<file path="src/verilog/mem_timing_pkg.sv">
/*
  constants, register layout and carrier types for the memory timing
  configuration slice. assumes one 25 MHz clock shared with the memory
  controller core.
*/
package mem_timing_pkg;

  localparam int unsigned CLK_PERIOD_NS = 40;

  localparam logic [7:0] OFF_CFG_TWO    = 8'hf4;
  localparam logic [7:0] OFF_CFG_THREE  = 8'hf8;
  localparam logic [7:0] OFF_CFG_AUX    = 8'hfc;
  localparam logic [7:0] OFF_STATUS     = 8'h00;

  localparam logic [31:0] RST_CFG_TWO   = 32'h0000_0002;
  localparam logic [31:0] RST_CFG_THREE = 32'h0000_0000;
  localparam logic [31:0] RST_CFG_AUX   = 32'h0000_0000;
  localparam logic [31:0] MASK_CFG_TWO  = 32'he03f_ffff;
  localparam logic [31:0] MASK_CFG_THREE = 32'hffff_ffff;
  localparam logic [31:0] MASK_CFG_AUX  = 32'h0000_030f;

  // cfg_two fields
  localparam int unsigned POS_RMW_PARITY  = 0;
  localparam int unsigned POS_BUF_MODE    = 1;
  localparam int unsigned POS_EDO         = 16;
  localparam int unsigned POS_ECC_EN      = 17;
  localparam int unsigned POS_OPI_LO      = 20;
  // cfg_three fields
  localparam int unsigned POS_CAS_PRE     = 9;
  localparam int unsigned POS_PAGE_CAS    = 12;
  localparam int unsigned POS_RAS_WIDTH   = 15;
  localparam int unsigned POS_CAS_WMOD    = 19;
  localparam int unsigned POS_READ_LAT    = 20;
  localparam int unsigned POS_REF_ACT     = 24;
  localparam int unsigned POS_OPI_MID     = 28;
  // cfg_aux fields
  localparam int unsigned POS_OPI_HI      = 0;
  localparam int unsigned POS_PAR_CHECK   = 8;
  localparam int unsigned POS_SDRAM       = 9;

  localparam int unsigned OPEN_PAGE_W     = 10;
  localparam int unsigned READ_LAT_MAX    = 5;
  localparam int unsigned TIMER_W         = 5;

  typedef enum logic [1:0]
  {
    CAS_IDLE   = 2'b01,
    CAS_ASSERT = 2'b10,
    CAS_PRECHG = 2'b00
  } cas_state_t;

  // one-cycle requests from the controller core
  typedef struct packed
  {
    logic page_access;
    logic refresh_cmd;
    logic read_cmd;
    logic cbr_start;
    logic page_cycle_start;
    logic page_cycle_write;
    logic buf_write;
    logic buf_read;
  } mem_evt_t;

endpackage

</file>
<file path="src/verilog/memory_timing_config.sv">
/*
  memory timing configuration slice: registers, buffer control pair,
  parity mode, open-page retention, refresh recovery, read latency and
  dram/edo cas and ras timers. assumes the controller core drives the
  event struct synchronously on clk_in and obeys the timer outputs.
*/
`timescale 1ns/10ps
module memory_timing_config
  import mem_timing_pkg::*;
(
  input  wire logic                 clk_in,
  input  wire logic                 reset_n_in,
  input  wire logic [7:0]           addr_in,
  input  wire logic [31:0]          wr_data_in,
  input  wire logic                 wr_strobe_in,
  input  wire logic                 rd_strobe_in,
  output logic [31:0]               rd_data_out,
  input  mem_timing_pkg::mem_evt_t  evt_in,
  output logic                      buffer_ctrl_a_out,
  output logic                      buffer_ctrl_b_out,
  output logic                      rmw_parity_enable_out,
  output logic                      parity_gen_enable_out,
  output logic                      precharge_cmd_out,
  output logic                      activate_allowed_out,
  output logic                      first_beat_out,
  output logic                      ras_refresh_out,
  output logic                      cas_active_out,
  output logic                      cas_ready_out
);
  import mem_timing_pkg::*;

  function automatic logic [TIMER_W-1:0] decode4(input logic [3:0] code);
    decode4 = (code == 4'h0) ? 5'h10 : {1'b0, code};
  endfunction

  function automatic logic [TIMER_W-1:0] decode3(input logic [2:0] code);
    decode3 = (code == 3'h0) ? 5'h08 : {2'h0, code};
  endfunction

  // register file
  logic [31:0] cfg_two_q;
  logic [31:0] cfg_two_d;
  logic [31:0] cfg_three_q;
  logic [31:0] cfg_three_d;
  logic [31:0] cfg_aux_q;
  logic [31:0] cfg_aux_d;
  logic [31:0] rd_data_q;
  logic [31:0] rd_data_d;
  logic [31:0] status_w;

  always_comb
  begin
    cfg_two_d   = cfg_two_q;
    cfg_three_d = cfg_three_q;
    cfg_aux_d   = cfg_aux_q;
    rd_data_d   = 32'h0000_0000;
    if (wr_strobe_in)
    begin
      unique case (addr_in)
        OFF_CFG_TWO:   cfg_two_d   = wr_data_in & MASK_CFG_TWO;
        OFF_CFG_THREE: cfg_three_d = wr_data_in & MASK_CFG_THREE;
        OFF_CFG_AUX:   cfg_aux_d   = wr_data_in & MASK_CFG_AUX;
        default:       cfg_aux_d   = cfg_aux_q;
      endcase
    end
    if (rd_strobe_in)
    begin
      unique case (addr_in)
        OFF_CFG_TWO:   rd_data_d = cfg_two_q;
        OFF_CFG_THREE: rd_data_d = cfg_three_q;
        OFF_CFG_AUX:   rd_data_d = cfg_aux_q;
        OFF_STATUS:    rd_data_d = status_w;
        default:       rd_data_d = 32'h0000_0000;
      endcase
    end
  end

  always_ff @(posedge clk_in or negedge reset_n_in)
  begin
    if (!reset_n_in)
    begin
      cfg_two_q   <= RST_CFG_TWO;
      cfg_three_q <= RST_CFG_THREE;
      cfg_aux_q   <= RST_CFG_AUX;
      rd_data_q   <= 32'h0000_0000;
    end
    else
    begin
      cfg_two_q   <= cfg_two_d;
      cfg_three_q <= cfg_three_d;
      cfg_aux_q   <= cfg_aux_d;
      rd_data_q   <= rd_data_d;
    end
  end

  assign rd_data_out = rd_data_q;

  // field views
  logic                   sdram_w;
  logic                   buf_mode_w;
  logic [OPEN_PAGE_W-1:0] open_page_interval;
  logic [3:0]             refresh_to_activate;
  logic [3:0]             read_data_latency;
  logic                   cas_write_modifier;
  logic [3:0]             refresh_ras_width;
  logic [2:0]             page_cas_width;
  logic [2:0]             cas_precharge_count;

  always_comb
  begin
    sdram_w             = cfg_aux_q[POS_SDRAM];
    buf_mode_w          = cfg_two_q[POS_BUF_MODE];
    open_page_interval  = {cfg_two_q[POS_OPI_LO +: 2], cfg_three_q[POS_OPI_MID +: 4],
                           cfg_aux_q[POS_OPI_HI +: 4]};
    refresh_to_activate = cfg_three_q[POS_REF_ACT +: 4];
    read_data_latency   = cfg_three_q[POS_READ_LAT +: 4];
    cas_write_modifier  = cfg_three_q[POS_CAS_WMOD];
    refresh_ras_width   = cfg_three_q[POS_RAS_WIDTH +: 4];
    page_cas_width      = cfg_three_q[POS_PAGE_CAS +: 3];
    cas_precharge_count = cfg_three_q[POS_CAS_PRE +: 3];
  end

  // sdram timers
  logic [OPEN_PAGE_W-1:0]  page_ctr_q;
  logic [OPEN_PAGE_W-1:0]  page_ctr_d;
  logic                    page_open_q;
  logic                    page_open_d;
  logic                    precharge_q;
  logic                    precharge_d;
  logic [TIMER_W-1:0]      ref_ctr_q;
  logic [TIMER_W-1:0]      ref_ctr_d;
  logic                    act_ok_q;
  logic                    act_ok_d;
  logic [READ_LAT_MAX-1:0] lat_pipe_q;
  logic [READ_LAT_MAX-1:0] lat_pipe_d;

  always_comb
  begin
    page_ctr_d  = page_ctr_q;
    page_open_d = page_open_q;
    precharge_d = 1'b0;
    ref_ctr_d   = (ref_ctr_q != 5'h00) ? ref_ctr_q - 5'h01 : ref_ctr_q;
    lat_pipe_d  = lat_pipe_q >> 1;
    if (sdram_w)
    begin
      if (evt_in.page_access)
      begin
        page_ctr_d  = open_page_interval;
        page_open_d = 1'b1;
      end
      else if (page_open_q)
      begin
        if (page_ctr_q == '0)
        begin
          precharge_d = 1'b1;
          page_open_d = 1'b0;
        end
        else
        begin
          page_ctr_d = page_ctr_q - 10'h001;
        end
      end
      if (evt_in.refresh_cmd)
      begin
        ref_ctr_d = decode4(refresh_to_activate) - 5'h01;
      end
      if (evt_in.read_cmd && read_data_latency != 4'h0
          && read_data_latency <= 4'(READ_LAT_MAX))
      begin
        lat_pipe_d[3'(read_data_latency - 4'h1)] = 1'b1;
      end
    end
    else
    begin
      page_open_d = 1'b0;
      ref_ctr_d   = 5'h00;
    end
    act_ok_d = (ref_ctr_d == 5'h00);
  end

  always_ff @(posedge clk_in or negedge reset_n_in)
  begin
    if (!reset_n_in)
    begin
      page_ctr_q  <= '0;
      page_open_q <= 1'b0;
      precharge_q <= 1'b0;
      ref_ctr_q   <= 5'h00;
      act_ok_q    <= 1'b1;
      lat_pipe_q  <= '0;
    end
    else
    begin
      page_ctr_q  <= page_ctr_d;
      page_open_q <= page_open_d;
      precharge_q <= precharge_d;
      ref_ctr_q   <= ref_ctr_d;
      act_ok_q    <= act_ok_d;
      lat_pipe_q  <= lat_pipe_d;
    end
  end

  assign precharge_cmd_out    = precharge_q;
  assign activate_allowed_out = act_ok_q;
  assign first_beat_out       = lat_pipe_q[0];

  // dram/edo timers
  cas_state_t         cas_state_q;
  cas_state_t         cas_state_d;
  logic [TIMER_W-1:0] cas_ctr_q;
  logic [TIMER_W-1:0] cas_ctr_d;
  logic               cas_wr_q;
  logic               cas_wr_d;
  logic [TIMER_W-1:0] ras_ctr_q;
  logic [TIMER_W-1:0] ras_ctr_d;
  logic [TIMER_W-1:0] cas_on_len;
  logic [TIMER_W-1:0] cas_off_len;
  logic               ras_on_q;
  logic               ras_on_d;

  always_comb
  begin
    cas_state_d = cas_state_q;
    cas_ctr_d   = cas_ctr_q;
    cas_wr_d    = cas_wr_q;
    ras_ctr_d   = (ras_ctr_q != 5'h00) ? ras_ctr_q - 5'h01 : ras_ctr_q;
    cas_on_len  = decode3(page_cas_width);
    cas_off_len = decode3(cas_precharge_count);
    if (cas_write_modifier && evt_in.page_cycle_write && cas_on_len > 5'h01)
    begin
      cas_on_len = cas_on_len - 5'h01;
    end
    if (cas_write_modifier && cas_wr_q)
    begin
      cas_off_len = cas_off_len + 5'h01;
    end
    if (!sdram_w && evt_in.cbr_start)
    begin
      ras_ctr_d = decode4(refresh_ras_width);
    end
    ras_on_d = (ras_ctr_d != 5'h00);
    unique case (cas_state_q)
      CAS_IDLE:
      begin
        if (!sdram_w && evt_in.page_cycle_start)
        begin
          cas_state_d = CAS_ASSERT;
          cas_ctr_d   = cas_on_len;
          cas_wr_d    = evt_in.page_cycle_write;
        end
      end
      CAS_ASSERT:
      begin
        if (cas_ctr_q <= 5'h01)
        begin
          cas_state_d = CAS_PRECHG;
          cas_ctr_d   = cas_off_len;
        end
        else
        begin
          cas_ctr_d = cas_ctr_q - 5'h01;
        end
      end
      CAS_PRECHG:
      begin
        if (cas_ctr_q <= 5'h01)
        begin
          cas_state_d = CAS_IDLE;
          cas_ctr_d   = 5'h00;
        end
        else
        begin
          cas_ctr_d = cas_ctr_q - 5'h01;
        end
      end
      default:
      begin
        cas_state_d = CAS_IDLE;
        cas_ctr_d   = 5'h00;
      end
    endcase
  end

  always_ff @(posedge clk_in or negedge reset_n_in)
  begin
    if (!reset_n_in)
    begin
      cas_state_q <= CAS_IDLE;
      cas_ctr_q   <= 5'h00;
      cas_wr_q    <= 1'b0;
      ras_ctr_q   <= 5'h00;
      ras_on_q    <= 1'b0;
    end
    else
    begin
      cas_state_q <= cas_state_d;
      cas_ctr_q   <= cas_ctr_d;
      cas_wr_q    <= cas_wr_d;
      ras_ctr_q   <= ras_ctr_d;
      ras_on_q    <= ras_on_d;
    end
  end

  // state codes chosen so each cas flag is a single state bit
  assign ras_refresh_out = ras_on_q;
  assign cas_active_out  = cas_state_q[1];
  assign cas_ready_out   = cas_state_q[0];

  // buffer control and parity outputs
  logic buf_a_q;
  logic buf_a_d;
  logic buf_b_q;
  logic buf_b_d;
  logic rmw_q;
  logic rmw_d;
  logic par_gen_q;
  logic par_gen_d;

  always_comb
  begin
    if (buf_mode_w)
    begin
      buf_a_d = evt_in.buf_read;
      buf_b_d = evt_in.buf_read | evt_in.buf_write;
    end
    else
    begin
      buf_a_d = evt_in.buf_write;
      buf_b_d = evt_in.buf_read;
    end
    rmw_d     = cfg_two_q[POS_RMW_PARITY];
    par_gen_d = cfg_aux_q[POS_PAR_CHECK] & ~cfg_two_q[POS_ECC_EN];
  end

  always_ff @(posedge clk_in or negedge reset_n_in)
  begin
    if (!reset_n_in)
    begin
      buf_a_q   <= 1'b0;
      buf_b_q   <= 1'b0;
      rmw_q     <= 1'b0;
      par_gen_q <= 1'b0;
    end
    else
    begin
      buf_a_q   <= buf_a_d;
      buf_b_q   <= buf_b_d;
      rmw_q     <= rmw_d;
      par_gen_q <= par_gen_d;
    end
  end

  assign buffer_ctrl_a_out     = buf_a_q;
  assign buffer_ctrl_b_out     = buf_b_q;
  assign rmw_parity_enable_out = rmw_q;
  assign parity_gen_enable_out = par_gen_q;

  assign status_w = {28'h000_0000, ras_refresh_out, ~cas_ready_out, ~act_ok_q, page_open_q};

endmodule

</file>
<file path="config.mk">
export PLATFORM = sky130hd
export DESIGN_NAME = memory_timing_config
export DESIGN_NICKNAME = d
export VERILOG_FILES = /design/src/verilog/mem_timing_pkg.sv /design/src/verilog/memory_timing_config.sv
export SDC_FILE = /design/constraint.sdc
export NUM_CORES = 1
export LEC_CHECK = 0
export ABC_AREA = 0
export ABC_CLOCK_PERIOD_IN_PS = 2000
export BUFFER_PORTS_ARGS = -buffer_cell sky130_fd_sc_hd__buf_2
export CAP_MARGIN = 20
export CELL_PAD_IN_SITES_DETAIL_PLACEMENT = 1
export CELL_PAD_IN_SITES_GLOBAL_PLACEMENT = 1
export CORE_MARGIN = 4
export CORE_UTILIZATION = 42
export DETAILED_ROUTE_END_ITERATION = 8
export PLACE_DENSITY_LB_ADDON = 0.1
export SETUP_SLACK_MARGIN = 0.5
export SLEW_MARGIN = 10
export SYNTH_ARGS = -nofsm -noshare
export SYNTH_HDL_FRONTEND = slang
export SYNTH_SLANG_ARGS = --single-unit
</file>
<file path="constraint.sdc">
create_clock -name clk_in -period 2 [get_ports clk_in]
set_input_delay 0.2 -clock clk_in [delete_from_list [all_inputs] [get_ports clk_in]]
set_output_delay 0.2 -clock clk_in [all_outputs]
set_load 0.05 [all_outputs]
</file>
==> metrics.log <==
[metrics] total gr overflow: 0
[metrics] internal power of the cells: between 6 and 7 mW
[metrics] sw power: between 2 and 3 mW
[metrics] I/O pin count: 94
[metrics] Routed WL per cell: 20.8 um
[metrics] endpoint of the most critical register-to-register path: ras_refresh_out
[metrics] path depth of the worst reg2reg path: 5
[metrics] Core Area: between 0.015 and 0.02 sq mm
[metrics] min-delay src: wr_data_in[25]
[metrics] areal power density over the cells: 1040 mW/mm^2
[metrics] worst r2r src: cfg_aux_q[9]
[metrics] fraction of synthesized cell area taken by the top area cell type: 51.4%
[metrics] post-route total power: approximately 9.1 mW
[metrics] RD Place Congestion: between 0.8 and 0.9
[metrics] share of flip-flops with an asynchronous set or reset after synthesis: 100%
[metrics] Clock Root Buffer: sky130_fd_sc_hd__clkbuf_16
[metrics] switching power as a share of total power: 29.0%
[metrics] Setup crit end kind: flop
[metrics] Final Max Tran Viols: 0
[metrics] portion of netlist area occupied by mux cells: between 10% and 20%
[metrics] FMAX: approximately 0.5 GHz
[metrics] final count of hold timing violations: 0
[metrics] startpoint class of the critical path: flop
[metrics] category of the most critical setup path: flop to flop
[metrics] share of the yosys chip area belonging to registers: a little over half
[metrics] Seq cells post-synth: 136
[metrics] y dimension of the die: approximately 130 um
[metrics] Worst Path Max Fanout: 6
[metrics] row cnt: 45
[metrics] Post-Place Cell Area: around 0.0073 sq mm
[metrics] Final ANT Viol Nets: 0
[metrics] post-layout instance area: about 0.009 sq mm
[metrics] post-synthesis compound-gate area fraction: slightly above 10%
[metrics] top library cells by usage in the layout, fill and taps aside: sky130_fd_sc_hd__dfrtp_1, sky130_fd_sc_hd__buf_2, sky130_fd_sc_hd__buf_4, sky130_fd_sc_hd__mux2_2, sky130_fd_sc_hd__nor2_1
[metrics] largest cells by area after synthesis: sky130_fd_sc_hd__dfrtp_1, sky130_fd_sc_hd__mux2_2, sky130_fd_sc_hd__mux2_4
[metrics] post-detailed-placement half-perimeter wirelength: 12.6 mm
[metrics] run status: finished, final reports clean
[metrics] total negative slack: 0 ps
[metrics] combinational family with the most area after synthesis: multiplexers
[metrics] Layout Skew: between 7 and 8 ps
[metrics] effective utilization at floorplan: between 40% and 50%
[metrics] worst slack on hold paths: ~20 ps
[metrics] DR iter-0 viols: roughly 230
[metrics] total DRC errors in the routed layout: 0
[metrics] adder and majority gate portion of the synthesized area: 2.90%
[metrics] worst reg2reg setup slack: between 40 and 50 ps
[metrics] routed via count: slightly below 5,000
[metrics] Worst EP arrival: 2260 ps
[metrics] CTS tree: yes
[metrics] path category of the worst min-delay check: input port to flop
[metrics] width of the die: roughly 130 um
[metrics] Relative slew margins: 65.0%
[metrics] number of port buffers: 93
[metrics] total of endpoints with negative setup slack in the final report: 0
[metrics] drt pass-1 iters: 4
[metrics] CTS H-tree depth: 4
[metrics] most common cell after layout, fill and taps aside: sky130_fd_sc_hd__dfrtp_1
[metrics] die area: 0.0175 sq mm
[metrics] Post-layout nets: 769
[metrics] total number of clock tree sinks: approximately 140
[metrics] share of layout cells above drive strength 1: between 40% and 50%
[metrics] Worst Hold Path EP: cfg_three_q[25]
[metrics] max-cap viol count: 0
[metrics] Synth area leader: sky130_fd_sc_hd__dfrtp_1
[metrics] GRT Overall Usage: between 20 and 25%
[metrics] cell count after synthesis: ~530
[metrics] Max Root-Sink Buffers: 2
[metrics] pin count of the biggest net entering global routing: 52
[metrics] Diodes inserted: 0
[metrics] number of cells on the worst hold path: 2
[metrics] clock insertion delay at the later pin of the skew report: ~430 ps
[metrics] area growth from synthesis to layout: 34.9%
[metrics] count of flip-flops with a built-in enable after synthesis: 0
[metrics] total standard cell area after synthesis: between 0.006 and 0.007 sq mm
[metrics] initial antenna violation count: 1
[metrics] Required @ worst endpoint: approximately 2300 ps
[metrics] Tcrit/Tclk final: about 98%
[metrics] Yosys cell types: a little under 70
[metrics] Post-Synthesis Net Count: 601
[metrics] largest voltage drop on the vdd net: slightly below 0.0006 V
[metrics] final core utilization: 57.7%
[metrics] Avg Inst Size Synth: 12.1 sq um
[metrics] share of power burned in combinational logic: about a quarter
[metrics] setup repair after global routing missed its margin: yes
[metrics] clock slew seen by the registers of the worst setup and hold paths: 60 ps
[metrics] Synth warnings: 0
[metrics] simple logic cell fraction of the synthesized area: about 14%
[metrics] share of power burned in registers: a little over a third
[metrics] post-DR vias/cell: approximately 5.4
[metrics] Tightest Pin Transition: between 500 and 600 ps
[metrics] first-pass GRT wire length: about 30 mm
[metrics] dominant register cell in the synthesized netlist: sky130_fd_sc_hd__dfrtp_1
[metrics] leakage power: 4.22 nW
[metrics] fillers: between 1,500 and 2,000
[metrics] CTS buffer count: 17
[metrics] final critical delay including setup and external delays: a little under 2000 ps
[metrics] Routed WL: roughly 19 mm
[metrics] via count of the first global-routing pass: ~5,500
[metrics] area share of xor/xnor cells in the synthesized design: roughly 1.8%
[metrics] proportion of power drawn by the clock network: around two fifths
==> critical path, stage by stage, from the launching register on <==
cell                       delay [ps]
sky130_fd_sc_hd__dfrtp_1          510
sky130_fd_sc_hd__nand2b_1         330
sky130_fd_sc_hd__o311ai_0         130
sky130_fd_sc_hd__o21ai_0          160
sky130_fd_sc_hd__or3_1            390
sky130_fd_sc_hd__or3_1            310
==> repair_timing <==
| action | CTS | global route |
|---|---|---|
| hold buffers | 8 | 1 |
| buffers inserted | 34 | 14 |
| pin swaps | 15 | 18 |
| hold endpoints to repair | 52 | 1 |
| resized for setup | 25 | 51 |
| endpoints found under the setup margin | 24 | 30 |
==> cell usage after synthesis (3+ instances only) <==
cell	count
sky130_fd_sc_hd__xor2_1	3
sky130_fd_sc_hd__mux2_2	44
sky130_fd_sc_hd__o31ai_1	5
sky130_fd_sc_hd__nand2_1	22
sky130_fd_sc_hd__nor4b_4	3
sky130_fd_sc_hd__clkbuf_1	7
sky130_fd_sc_hd__nand2b_1	8
sky130_fd_sc_hd__nor2b_1	5
sky130_fd_sc_hd__nand3_1	6
sky130_fd_sc_hd__and3_1	9
sky130_fd_sc_hd__or3_1	4
sky130_fd_sc_hd__a22oi_1	24
sky130_fd_sc_hd__o21ai_0	21
sky130_fd_sc_hd__ha_1	15
sky130_fd_sc_hd__buf_6	7
sky130_fd_sc_hd__dfstp_2	3
sky130_fd_sc_hd__nor3_1	17
sky130_fd_sc_hd__nor2_1	47
sky130_fd_sc_hd__buf_12	3
sky130_fd_sc_hd__a21oi_1	17
sky130_fd_sc_hd__nor4_1	3
sky130_fd_sc_hd__o211ai_1	4
sky130_fd_sc_hd__buf_2	3
sky130_fd_sc_hd__mux2_1	3
sky130_fd_sc_hd__xnor2_1	10
sky130_fd_sc_hd__o311ai_0	3
sky130_fd_sc_hd__a32oi_1	4
sky130_fd_sc_hd__a31oi_1	4
sky130_fd_sc_hd__mux2_4	25
sky130_fd_sc_hd__inv_1	21
sky130_fd_sc_hd__dfrtp_1	133
sky130_fd_sc_hd__nor3b_1	4
==> logic make-up after synthesis <==
| logic type | count (synthesis) |
|---|---|
| DFF | 136 |
| xor gates and xnor gates | 13 |
| muxes | 73 |
| AOI/OAI and AO/OA | 99 |
| adders and majority gates | 15 |
| buffers and inverters | 44 |
| and+or+nand+nor | 154 |
==> sequential cells by signal, summed over array words and instances, names as in the netlist <==
signal	cells
activate_allowed_out	1
buffer_ctrl_a_out	1
buffer_ctrl_b_out	1
cas_ctr_q	5
cas_state_q	2
cas_wr_q	1
cfg_aux_q	6
cfg_three_q	32
cfg_two_q	25
lat_pipe_q	5
page_ctr_q	10
page_open_q	1
parity_gen_enable_out	1
precharge_cmd_out	1
ras_ctr_q	5
ras_refresh_out	1
rd_data_out	32
ref_ctr_q	5
rmw_parity_enable_out	1
==> power groups by stage <==
stage                     combinational [mW]  clock, mW  sequential [mW]
final                                   2.24       3.65             3.20
after global routing                    2.42       3.84             3.23
after CTS                               1.94       3.71             3.19
after detailed placement                1.52          0             3.23
after global placement                  1.46          0             3.21
after floorplan                        0.997          0             3.26
==> layer usage <==
| metal | GRT usage, % | up-vias | routed length [um] |
|---|---|---|---|
| met5 | 0 | - | 14 |
| met4 | 6.64 | 2 | 331 |
| met3 | 5.42 | 27 | 610 |
| met2 | 37.9 | 70 | 9800 |
| met1 | 27.3 | 2538 | 8070 |
| li1 | - | 2264 | - |
==> per-stage QoR <==
stage          instances  worst slack, ps
2_1_floorplan        534              130
3_3_place_gp         814             58.3
3_5_place_dp         814            -44.2
4_1_cts              888             69.4
5_1_grt              903            -49.2
6_report             903             47.4
==> area by class of cell <==
cell class                 count  area, sq um  area share [%]
timing repair buffer         172         1210            13.9
multi-input combinational    354         3100            35.4
clock buffer                  18          439            5.03
tap                          188          235            2.69
sequential                   136         3420            39.1
inverter                      21         91.3            1.05
clock inverter                14          244            2.79
==> worst max-delay path by stage <==
stage                 startpoint               to  slack [ps]  cells past startpoint
finish              cfg_aux_q[9]  ras_refresh_out          50                      5
global route        ras_ctr_q[0]  ras_refresh_out         -50                      7
CTS                 ras_ctr_q[0]  ras_refresh_out          70                      7
detailed placement  ras_ctr_q[1]  ras_refresh_out         -40                      7
global placement    ras_ctr_q[1]  ras_refresh_out          60                      7
floorplan           ras_ctr_q[1]  ras_refresh_out         130                      7
Note: power is estimated with default switching activity, not from simulation.
